`src/common/asrc_params.svh`:
```
`ifndef ASRC_PARAMS_SVH
`define ASRC_PARAMS_SVH
`define ASRC_CLK_PERIOD_NS   10
`define ASRC_ADDR_W          17
`define ASRC_DATA_W          8
`define ASRC_T_CYCLE_NS      70
`define ASRC_T_ACCESS_NS     70
`define ASRC_T_SELWE_NS      55
`define ASRC_T_ADDRWE_NS     55
`define ASRC_T_WDATA_NS      35
`define ASRC_T_RECOV_NS      5
`define ASRC_T_HZ_NS         25
`define ASRC_T_CDR_NS        0
`define ASRC_CNT_W           4
`define ASRC_CNT_ZERO        4'h0
`define ASRC_CNT_ONE         4'h1
`define ASRC_SYNC_CYC        2
`endif

```
`src/common/asrc_pkg.sv`:
```
package asrc_pkg;
  typedef struct packed {
    logic        write;
    logic [16:0] addr;
    logic [7:0]  wdata;
  } asrc_req_s;
  typedef struct packed {
    logic       primarySelectN;
    logic       secondarySelect;
    logic       writeStrobeN;
    logic       outputGateN;
  } asrc_ctl_s;
  typedef enum logic [2:0] {ST_IDLE, ST_RSETUP, ST_READ, ST_RFLOAT, ST_WSETUP, ST_WRITE,
                            ST_WRECOV, ST_RETAIN} asrc_state_e;
endpackage : asrc_pkg

```
`src/rtl/asrc_delay_cnt.sv`:
```
`timescale 1ns/1ns
`include "asrc_params.svh"
// loadable down-counter; done while count is zero
module asrc_delay_cnt #(
  parameter int W = `ASRC_CNT_W
) (
  input  wire logic         mclk,   // clock
  input  wire logic         rst_n,  // sync reset
  input  wire logic         load,   // load strobe
  input  wire logic [W-1:0] value,  // cycles to wait
  output logic              done    // count expired
);
  logic [W-1:0] cnt_reg;
  logic [W-1:0] cnt_next;
  assign cnt_next = load ? value : (done ? cnt_reg : cnt_reg - W'(1));
  assign done = (cnt_reg == W'(0));
  always_ff @(posedge mclk) begin
    if (!rst_n) cnt_reg <= W'(0);
    else cnt_reg <= cnt_next;
  end
endmodule : asrc_delay_cnt

```
`src/rtl/asrc_sram_host.sv`:
```
`timescale 1ns/1ns
`include "asrc_params.svh"
// Overview of operation
// - write only while primary select low, strobe low, secondary high.
// - address changes only while the strobe and selects are inactive.
// - never drive data while the memory drives the lines.
// - strobe held high through every read.
// - selected with strobe high is a read; gate high floats lines.
// - chip selected at least 55 ns before write end.
// - address stable at least 55 ns before write end.
// - write data valid at least 35 ns before write end.
// - deselect no later than retention supply drop.
// - primary-select retention holds secondary select at a rail.
// - secondary-select retention may let other pins float.
module asrc_sram_host
  import asrc_pkg::*;
#(
  parameter int ADDR_W = `ASRC_ADDR_W,
  parameter int DATA_W = `ASRC_DATA_W
) (
  input  wire logic              mclk,              // 100 MHz clock
  input  wire logic              rst_n,             // sync reset, low
  input  wire asrc_pkg::asrc_req_s reqData,         // request fields
  input  wire logic              reqValid,          // request strobe
  output logic                   reqReady,          // idle, takes request
  output logic [DATA_W-1:0]      rdData,            // read word
  output logic                   rdValid,           // read done pulse
  output logic                   wrDone,            // write done pulse
  input  wire logic              retainReq,         // enter retention
  output logic                   retainAck,         // deselected for retention
  output logic [ADDR_W-1:0]      wordAddressLines,  // address pins
  output asrc_pkg::asrc_ctl_s    ctlPins,           // control pins
  input  wire logic [DATA_W-1:0] sharedDataIn,      // data pins in
  output logic [DATA_W-1:0]      sharedDataOut,     // data pins out
  output logic                   sharedDataOe       // high while driving
);
  import asrc_pkg::*;

  localparam int CW = `ASRC_CNT_W;
  // least times round up to whole cycles
  localparam int P = `ASRC_CLK_PERIOD_NS;
  localparam logic [CW-1:0] ACC_CYC = CW'((`ASRC_T_ACCESS_NS + P - 1) / P);
  localparam logic [CW-1:0] SEL_CYC = CW'((`ASRC_T_SELWE_NS + P - 1) / P);
  localparam logic [CW-1:0] DAT_CYC = CW'((`ASRC_T_WDATA_NS + P - 1) / P);
  localparam logic [CW-1:0] HZ_CYC  = CW'((`ASRC_T_HZ_NS + P - 1) / P);
  localparam logic [CW-1:0] REC_CYC = CW'((`ASRC_T_RECOV_NS + P - 1) / P);
  localparam int WR_PULSE = (`ASRC_T_SELWE_NS > `ASRC_T_ADDRWE_NS) ?
                            `ASRC_T_SELWE_NS : `ASRC_T_ADDRWE_NS;
  localparam logic [CW-1:0] WR_CYC  = CW'((WR_PULSE + P - 1) / P);
  localparam int CYC_NS = `ASRC_T_CYCLE_NS;
  // takes kept at least one full memory cycle apart
  localparam logic [CW-1:0] GAP_CYC = CW'((CYC_NS + P - 1) / P);
  localparam logic [CW-1:0] SYN_CYC = CW'(`ASRC_SYNC_CYC);

  asrc_state_e state_reg, state_next;
  logic [ADDR_W-1:0] addr_reg;
  logic [DATA_W-1:0] wdat_reg;
  logic [DATA_W-1:0] rd_reg;
  logic              oe_reg;
  logic              rdv_reg;
  logic              wrd_reg;
  logic              ack_reg;
  // ready from a flop, so no path from state decode straight to the port
  logic              ready_reg;
  logic              gapDone;
  asrc_ctl_s         ctl_reg, ctl_next;
  logic              cntLoad, cntDone;
  logic [CW-1:0]     cntVal;

  asrc_delay_cnt #(.W(CW)) u_cnt (
    .mclk  (mclk),
    .rst_n (rst_n),
    .load  (cntLoad),
    .value (cntVal),
    .done  (cntDone)
  );

  // second counter guards the cycle time, independent of the phase counter
  asrc_delay_cnt #(.W(CW)) u_gap (
    .mclk  (mclk),
    .rst_n (rst_n),
    .load  (takeReq),
    .value (GAP_CYC),
    .done  (gapDone)
  );

  // two-flop sampling of the data pins; bits are not coherent, hence the margin
  logic [DATA_W-1:0] dinMeta_reg, dinSync_reg;
  for (genvar b = 0; b < DATA_W; b++) begin : g_sync
    always_ff @(posedge mclk) begin
      dinMeta_reg[b] <= sharedDataIn[b];
      dinSync_reg[b] <= dinMeta_reg[b];
    end
  end

  wire takeReq  = ready_reg && reqValid && !retainReq;
  // phase ends, shared by the pulse and capture flops
  wire rdFinish = (state_reg == ST_READ) && cntDone;
  wire wrFinish = (state_reg == ST_WRITE) && cntDone;
  wire goRead  = takeReq && !reqData.write;
  wire goWrite = takeReq && reqData.write;

  always_comb begin
    state_next = state_reg;
    cntLoad    = 1'b0;
    cntVal     = `ASRC_CNT_ZERO;
    unique case (state_reg)
      ST_IDLE: begin
        if (retainReq) state_next = ST_RETAIN;
        else if (goRead) begin
          state_next = ST_RSETUP;
        end else if (goWrite) begin
          state_next = ST_WSETUP;
        end
      end
      ST_RSETUP: begin
        state_next = ST_READ;
        cntLoad = 1'b1;
        // sync delay of two flops added to access time
        cntVal = ACC_CYC + SYN_CYC;
      end
      ST_READ: if (cntDone) begin
        state_next = ST_RFLOAT;
        cntLoad = 1'b1;
        cntVal = HZ_CYC;
      end
      ST_RFLOAT: if (cntDone && gapDone) begin
        state_next = ST_IDLE;
      end
      ST_WSETUP: begin
        state_next = ST_WRITE;
        cntLoad = 1'b1;
        cntVal = (WR_CYC > DAT_CYC) ? WR_CYC : DAT_CYC;
      end
      ST_WRITE: if (cntDone) begin
        state_next = ST_WRECOV;
        cntLoad = 1'b1;
        cntVal = REC_CYC;
      end
      ST_WRECOV: if (cntDone && gapDone) begin
        state_next = ST_IDLE;
      end
      // address and control pins stay driven, data pins released; letting them float would gain nothing here
      ST_RETAIN: if (!retainReq) begin
        state_next = ST_IDLE;
      end
      default: state_next = ST_IDLE;
    endcase
  end

  // pin levels per state; address moves only in idle when all controls inactive
  always_comb begin
    ctl_next = '{primarySelectN: 1'b1, secondarySelect: 1'b1,
                 writeStrobeN: 1'b1, outputGateN: 1'b1};
    unique case (state_next)
      ST_RSETUP, ST_READ: begin
        ctl_next.primarySelectN = 1'b0;
        ctl_next.outputGateN    = 1'b0;
      end
      ST_WSETUP: ctl_next.writeStrobeN = 1'b0;
      ST_WRITE: begin
        ctl_next.writeStrobeN   = 1'b0;
        ctl_next.primarySelectN = 1'b0;
      end
      ST_RETAIN: ctl_next.secondarySelect = 1'b0;
      default: ;
    endcase
  end

  always_ff @(posedge mclk) begin
    if (!rst_n) begin
      state_reg <= ST_IDLE;
      ctl_reg   <= '{1'b1, 1'b1, 1'b1, 1'b1};
      addr_reg  <= '0;
      wdat_reg  <= '0;
      rd_reg    <= '0;
      oe_reg    <= 1'b0;
      rdv_reg   <= 1'b0;
      wrd_reg   <= 1'b0;
      ack_reg   <= 1'b0;
      ready_reg <= 1'b1;
    end else begin
      state_reg <= state_next;
      ctl_reg   <= ctl_next;
      if (takeReq) begin
        addr_reg <= reqData.addr;
        wdat_reg <= reqData.wdata;
      end
      // drive only while strobe is low, so memory output is floating
      oe_reg  <= (state_next == ST_WRITE);
      if (rdFinish) rd_reg <= dinSync_reg;
      rdv_reg <= rdFinish;
      wrd_reg <= wrFinish;
      ack_reg <= (state_next == ST_RETAIN);
      ready_reg <= (state_next == ST_IDLE);
    end
  end

  assign reqReady         = ready_reg;
  assign wordAddressLines = addr_reg;
  assign ctlPins          = ctl_reg;
  assign sharedDataOut    = wdat_reg;
  assign sharedDataOe     = oe_reg;
  assign rdData           = rd_reg;
  assign rdValid          = rdv_reg;
  assign wrDone           = wrd_reg;
  assign retainAck        = ack_reg;
endmodule : asrc_sram_host

```
`config.mk`:
```
export PLATFORM = sky130hd
export DESIGN_NAME = asrc_sram_host
export DESIGN_NICKNAME = d
export VERILOG_FILES = /design/src/common/asrc_pkg.sv /design/src/rtl/asrc_delay_cnt.sv /design/src/rtl/asrc_sram_host.sv
export VERILOG_INCLUDE_DIRS = /design/src /design/src/common
export SDC_FILE = /design/constraint.sdc
export NUM_CORES = 1
export LEC_CHECK = 0
export CELL_PAD_IN_SITES_DETAIL_PLACEMENT = 2
export CELL_PAD_IN_SITES_GLOBAL_PLACEMENT = 2
export CORE_MARGIN = 1.5
export CORE_UTILIZATION = 25
export CTS_CLUSTER_DIAMETER = 60
export DETAILED_ROUTE_END_ITERATION = 10
export DONT_BUFFER_PORTS = 1
export PLACE_DENSITY_LB_ADDON = 0.1
export SETUP_SLACK_MARGIN = 0.05
export SLEW_MARGIN = 20
export SYNTH_ARGS = -nofsm -noshare
export SYNTH_HDL_FRONTEND = slang
export SYNTH_SLANG_ARGS = --single-unit
```
`constraint.sdc`:
```
create_clock -name mclk -period 3.2 [get_ports mclk]
set_clock_uncertainty 0.2 [all_clocks]
set_input_delay 0.64 -clock mclk [delete_from_list [all_inputs] [get_ports mclk]]
set_output_delay 0.64 -clock mclk [all_outputs]
set_load 0.005 [all_outputs]
```
==> metrics <==
FILL cells=1085; RSZ-0062 raised after global routing=false; starting density of the core=0.2557; Post-synth EDFFs=0; grt ovf=0; Avg Inst Size Synth=9.205 um2; area post-placement=2589 um2; met3 WL=414 um; ys async rst share=0; slew at the pin closest to its max-slew limit=0.8528 ns; top fanout value on the critical path=10; layout cells sized above 1=0.09191; most common cell after layout, fill and taps aside=dfxtp_1; Worst Hold Class=in -> reg; I/O Pins=80; Max Slew Vio Count=0; Synth cell types=46; Clock transition at path regs=0.09 ns; largest net degree at the start of global routing=45; fin area=2786 um2; Vias per Instance=4.580; Routed WL per cell=15.23 um; Arr. time, crit path=2.69 ns; Static Leak=1.052 nW; relative slew slack=0.4315; Syn Std Cell Area=2476 um2; global-route wire length before repair=9860 um; Hold Crit Depth=0; CTS tree=built; All-Layer GR Usage=0.1254; WS Path Type=reg -> reg; Vert. Die Dim=102.5 um; DRT Wirelength=6170 um; # setup viols final=0; Hold Fails Final Rpt=0; Routed Antenna Nets=0; DR pass1 iterations=4; Largest register FFs=17; worst-skew pair later-pin latency=0.35 ns; r2r worst-path depth=7; Area Overhead vs Synth=12.53%; YS warnings=0; Core ar.=9684 um2; GPL Wtd Cong=0.6801; Final period util=0.8358; Max-cap violations=0; DRC violations left=0; ant diodes=0; VDD IR max=220.5 uV; port bufs=0; startpoint types=flop; htree depth=3; critical path capture point type=flop; wire length on met1=2660 um; most frequent cells in the layout=dfxtp_1, nand2_1, a21oi_1; minimum clock period after layout=2.675 ns; #FFs+latches synth=69; Seq/Total Area, Yosys=0.5579; metal2 WL=3009 um; Post CTS Setup Buffer Count=0; hold_buf cts=0; final-stage net count=308; via count=1855; hpwl dp=4150 um; FMAX=0.3739 GHz; Std-Cell Rows=36; highest metal used=met4; DR iter-0 viols=39; Post-Route Setup TNS=0 ns; WP data required=3.22 ns; initial antenna violation count=0; syn nets=310; vias in the first global route=1902; Die W=102.5 um; Synth Instances=269; Sink Count=69; most frequently used flop master after synthesis=dfxtp_1; Post-CTS Resized=0; status=finished, final reports clean; Power Density=972.2 nW/um2; clk root buf=clkbuf_8; cts bufs inserted=9; CTS Buffer Depth=2; Die Area=10510 um2
-- worst paths after layout --
kind                                       start              to  slack [ns]
worst max-delay path            u_cnt.cnt_reg[0]      ctlPins[0]        0.53
worst min-delay path             sharedDataIn[1]  dinMeta_reg[1]        0.11
worst max register to register  u_cnt.cnt_reg[0]      ctlPins[0]        0.53
worst min register to register    dinMeta_reg[0]  dinSync_reg[0]        0.12
-- synth_stat cells, types with 2 or more instances --
master	instances	area, um2
ha_1	3	37.54
xnor2_1	2	17.52
nand3_1	3	15.01
o21ai_1	3	15.01
nand2_1	57	214.0
a21oi_1	36	180.2
clkbuf_1	10	37.54
dfxtp_1	69	1381
o211ai_1	2	15.01
nor2_1	21	78.83
or3b_1	2	17.52
nor3_1	4	20.02
o21ai_0	2	10.01
buf_2	4	20.02
nand2b_1	2	12.51
and2_1	3	18.77
mux2i_1	10	100.1
nor4_1	2	12.51
a211oi_1	2	15.01
inv_1	6	22.52
-- logic make-up after synthesis --
kind of cell | Yosys count | share of synthesized area
and+or+nand+nor | 107 | 0.2021
DFF | 69 | 0.5579
AOI/OAI and AO/OA | 55 | 0.1354
buffers and inverters | 22 | 0.03840
muxes | 10 | 0.04043
xor gates and xnor gates | 3 | 0.01061
adders and majority gates | 3 | 0.01516
-- critical path, stage by stage, from the launching register on --
cell and delay (ns):
dfxtp_1 0.39, inv_1 0.10, ha_1 0.25, or3b_1 0.45, nor4_2 0.09, nor3_1 0.47
a21oi_1 0.13, or4_1 0.48
-- metal layers --
layer	up-vias	global-route usage
met4	0	0.06639
met3	8	0.04339
li1	906	-
met1	897	0.1582
met5	-	0
met2	44	0.1890
-- cell type report --
type / instances / area (um2) / share of cell area
multi-input cells: 178 / 999.7 / 0.3588
inverters: 7 / 26.28 / 0.009430
repair buffers: 2 / 15.01 / 0.005388
well taps: 133 / 166.4 / 0.05972
flip-flops and latches: 69 / 1381 / 0.4957
clock buffers: 9 / 123.9 / 0.04445
clock inverters: 7 / 73.82 / 0.02649
-- report_power, final --
| group | switching, W | internal (W) |
|---|---|---|
| Clock | 0.000357 | 0.000363 |
| Combinational | 0.000494 | 0.000328 |
| Sequential | 0.000157 | 0.00101 |
| Total | 0.00101 | 0.00170 |
-- stage by stage --
step / util / hold slack, ns / power, W / worst slack [ns] / cells
finish: 0.2877 / 0.1109 / 0.002709 / 0.5253 / 405
global route: 0.2877 / 0.07194 / 0.002952 / 0.2422 / 405
CTS: 0.2877 / 0.08409 / 0.002777 / 0.5082 / 405
detailed placement: 0.2673 / 0.1150 / 0.002033 / 0.5304 / 389
global placement: 0.2673 / 0.1102 / 0.002025 / 0.5810 / 389
floorplan: - / 0.1096 / 0.001847 / 0.8983 / 269
Power figures use the tool's default switching activity.
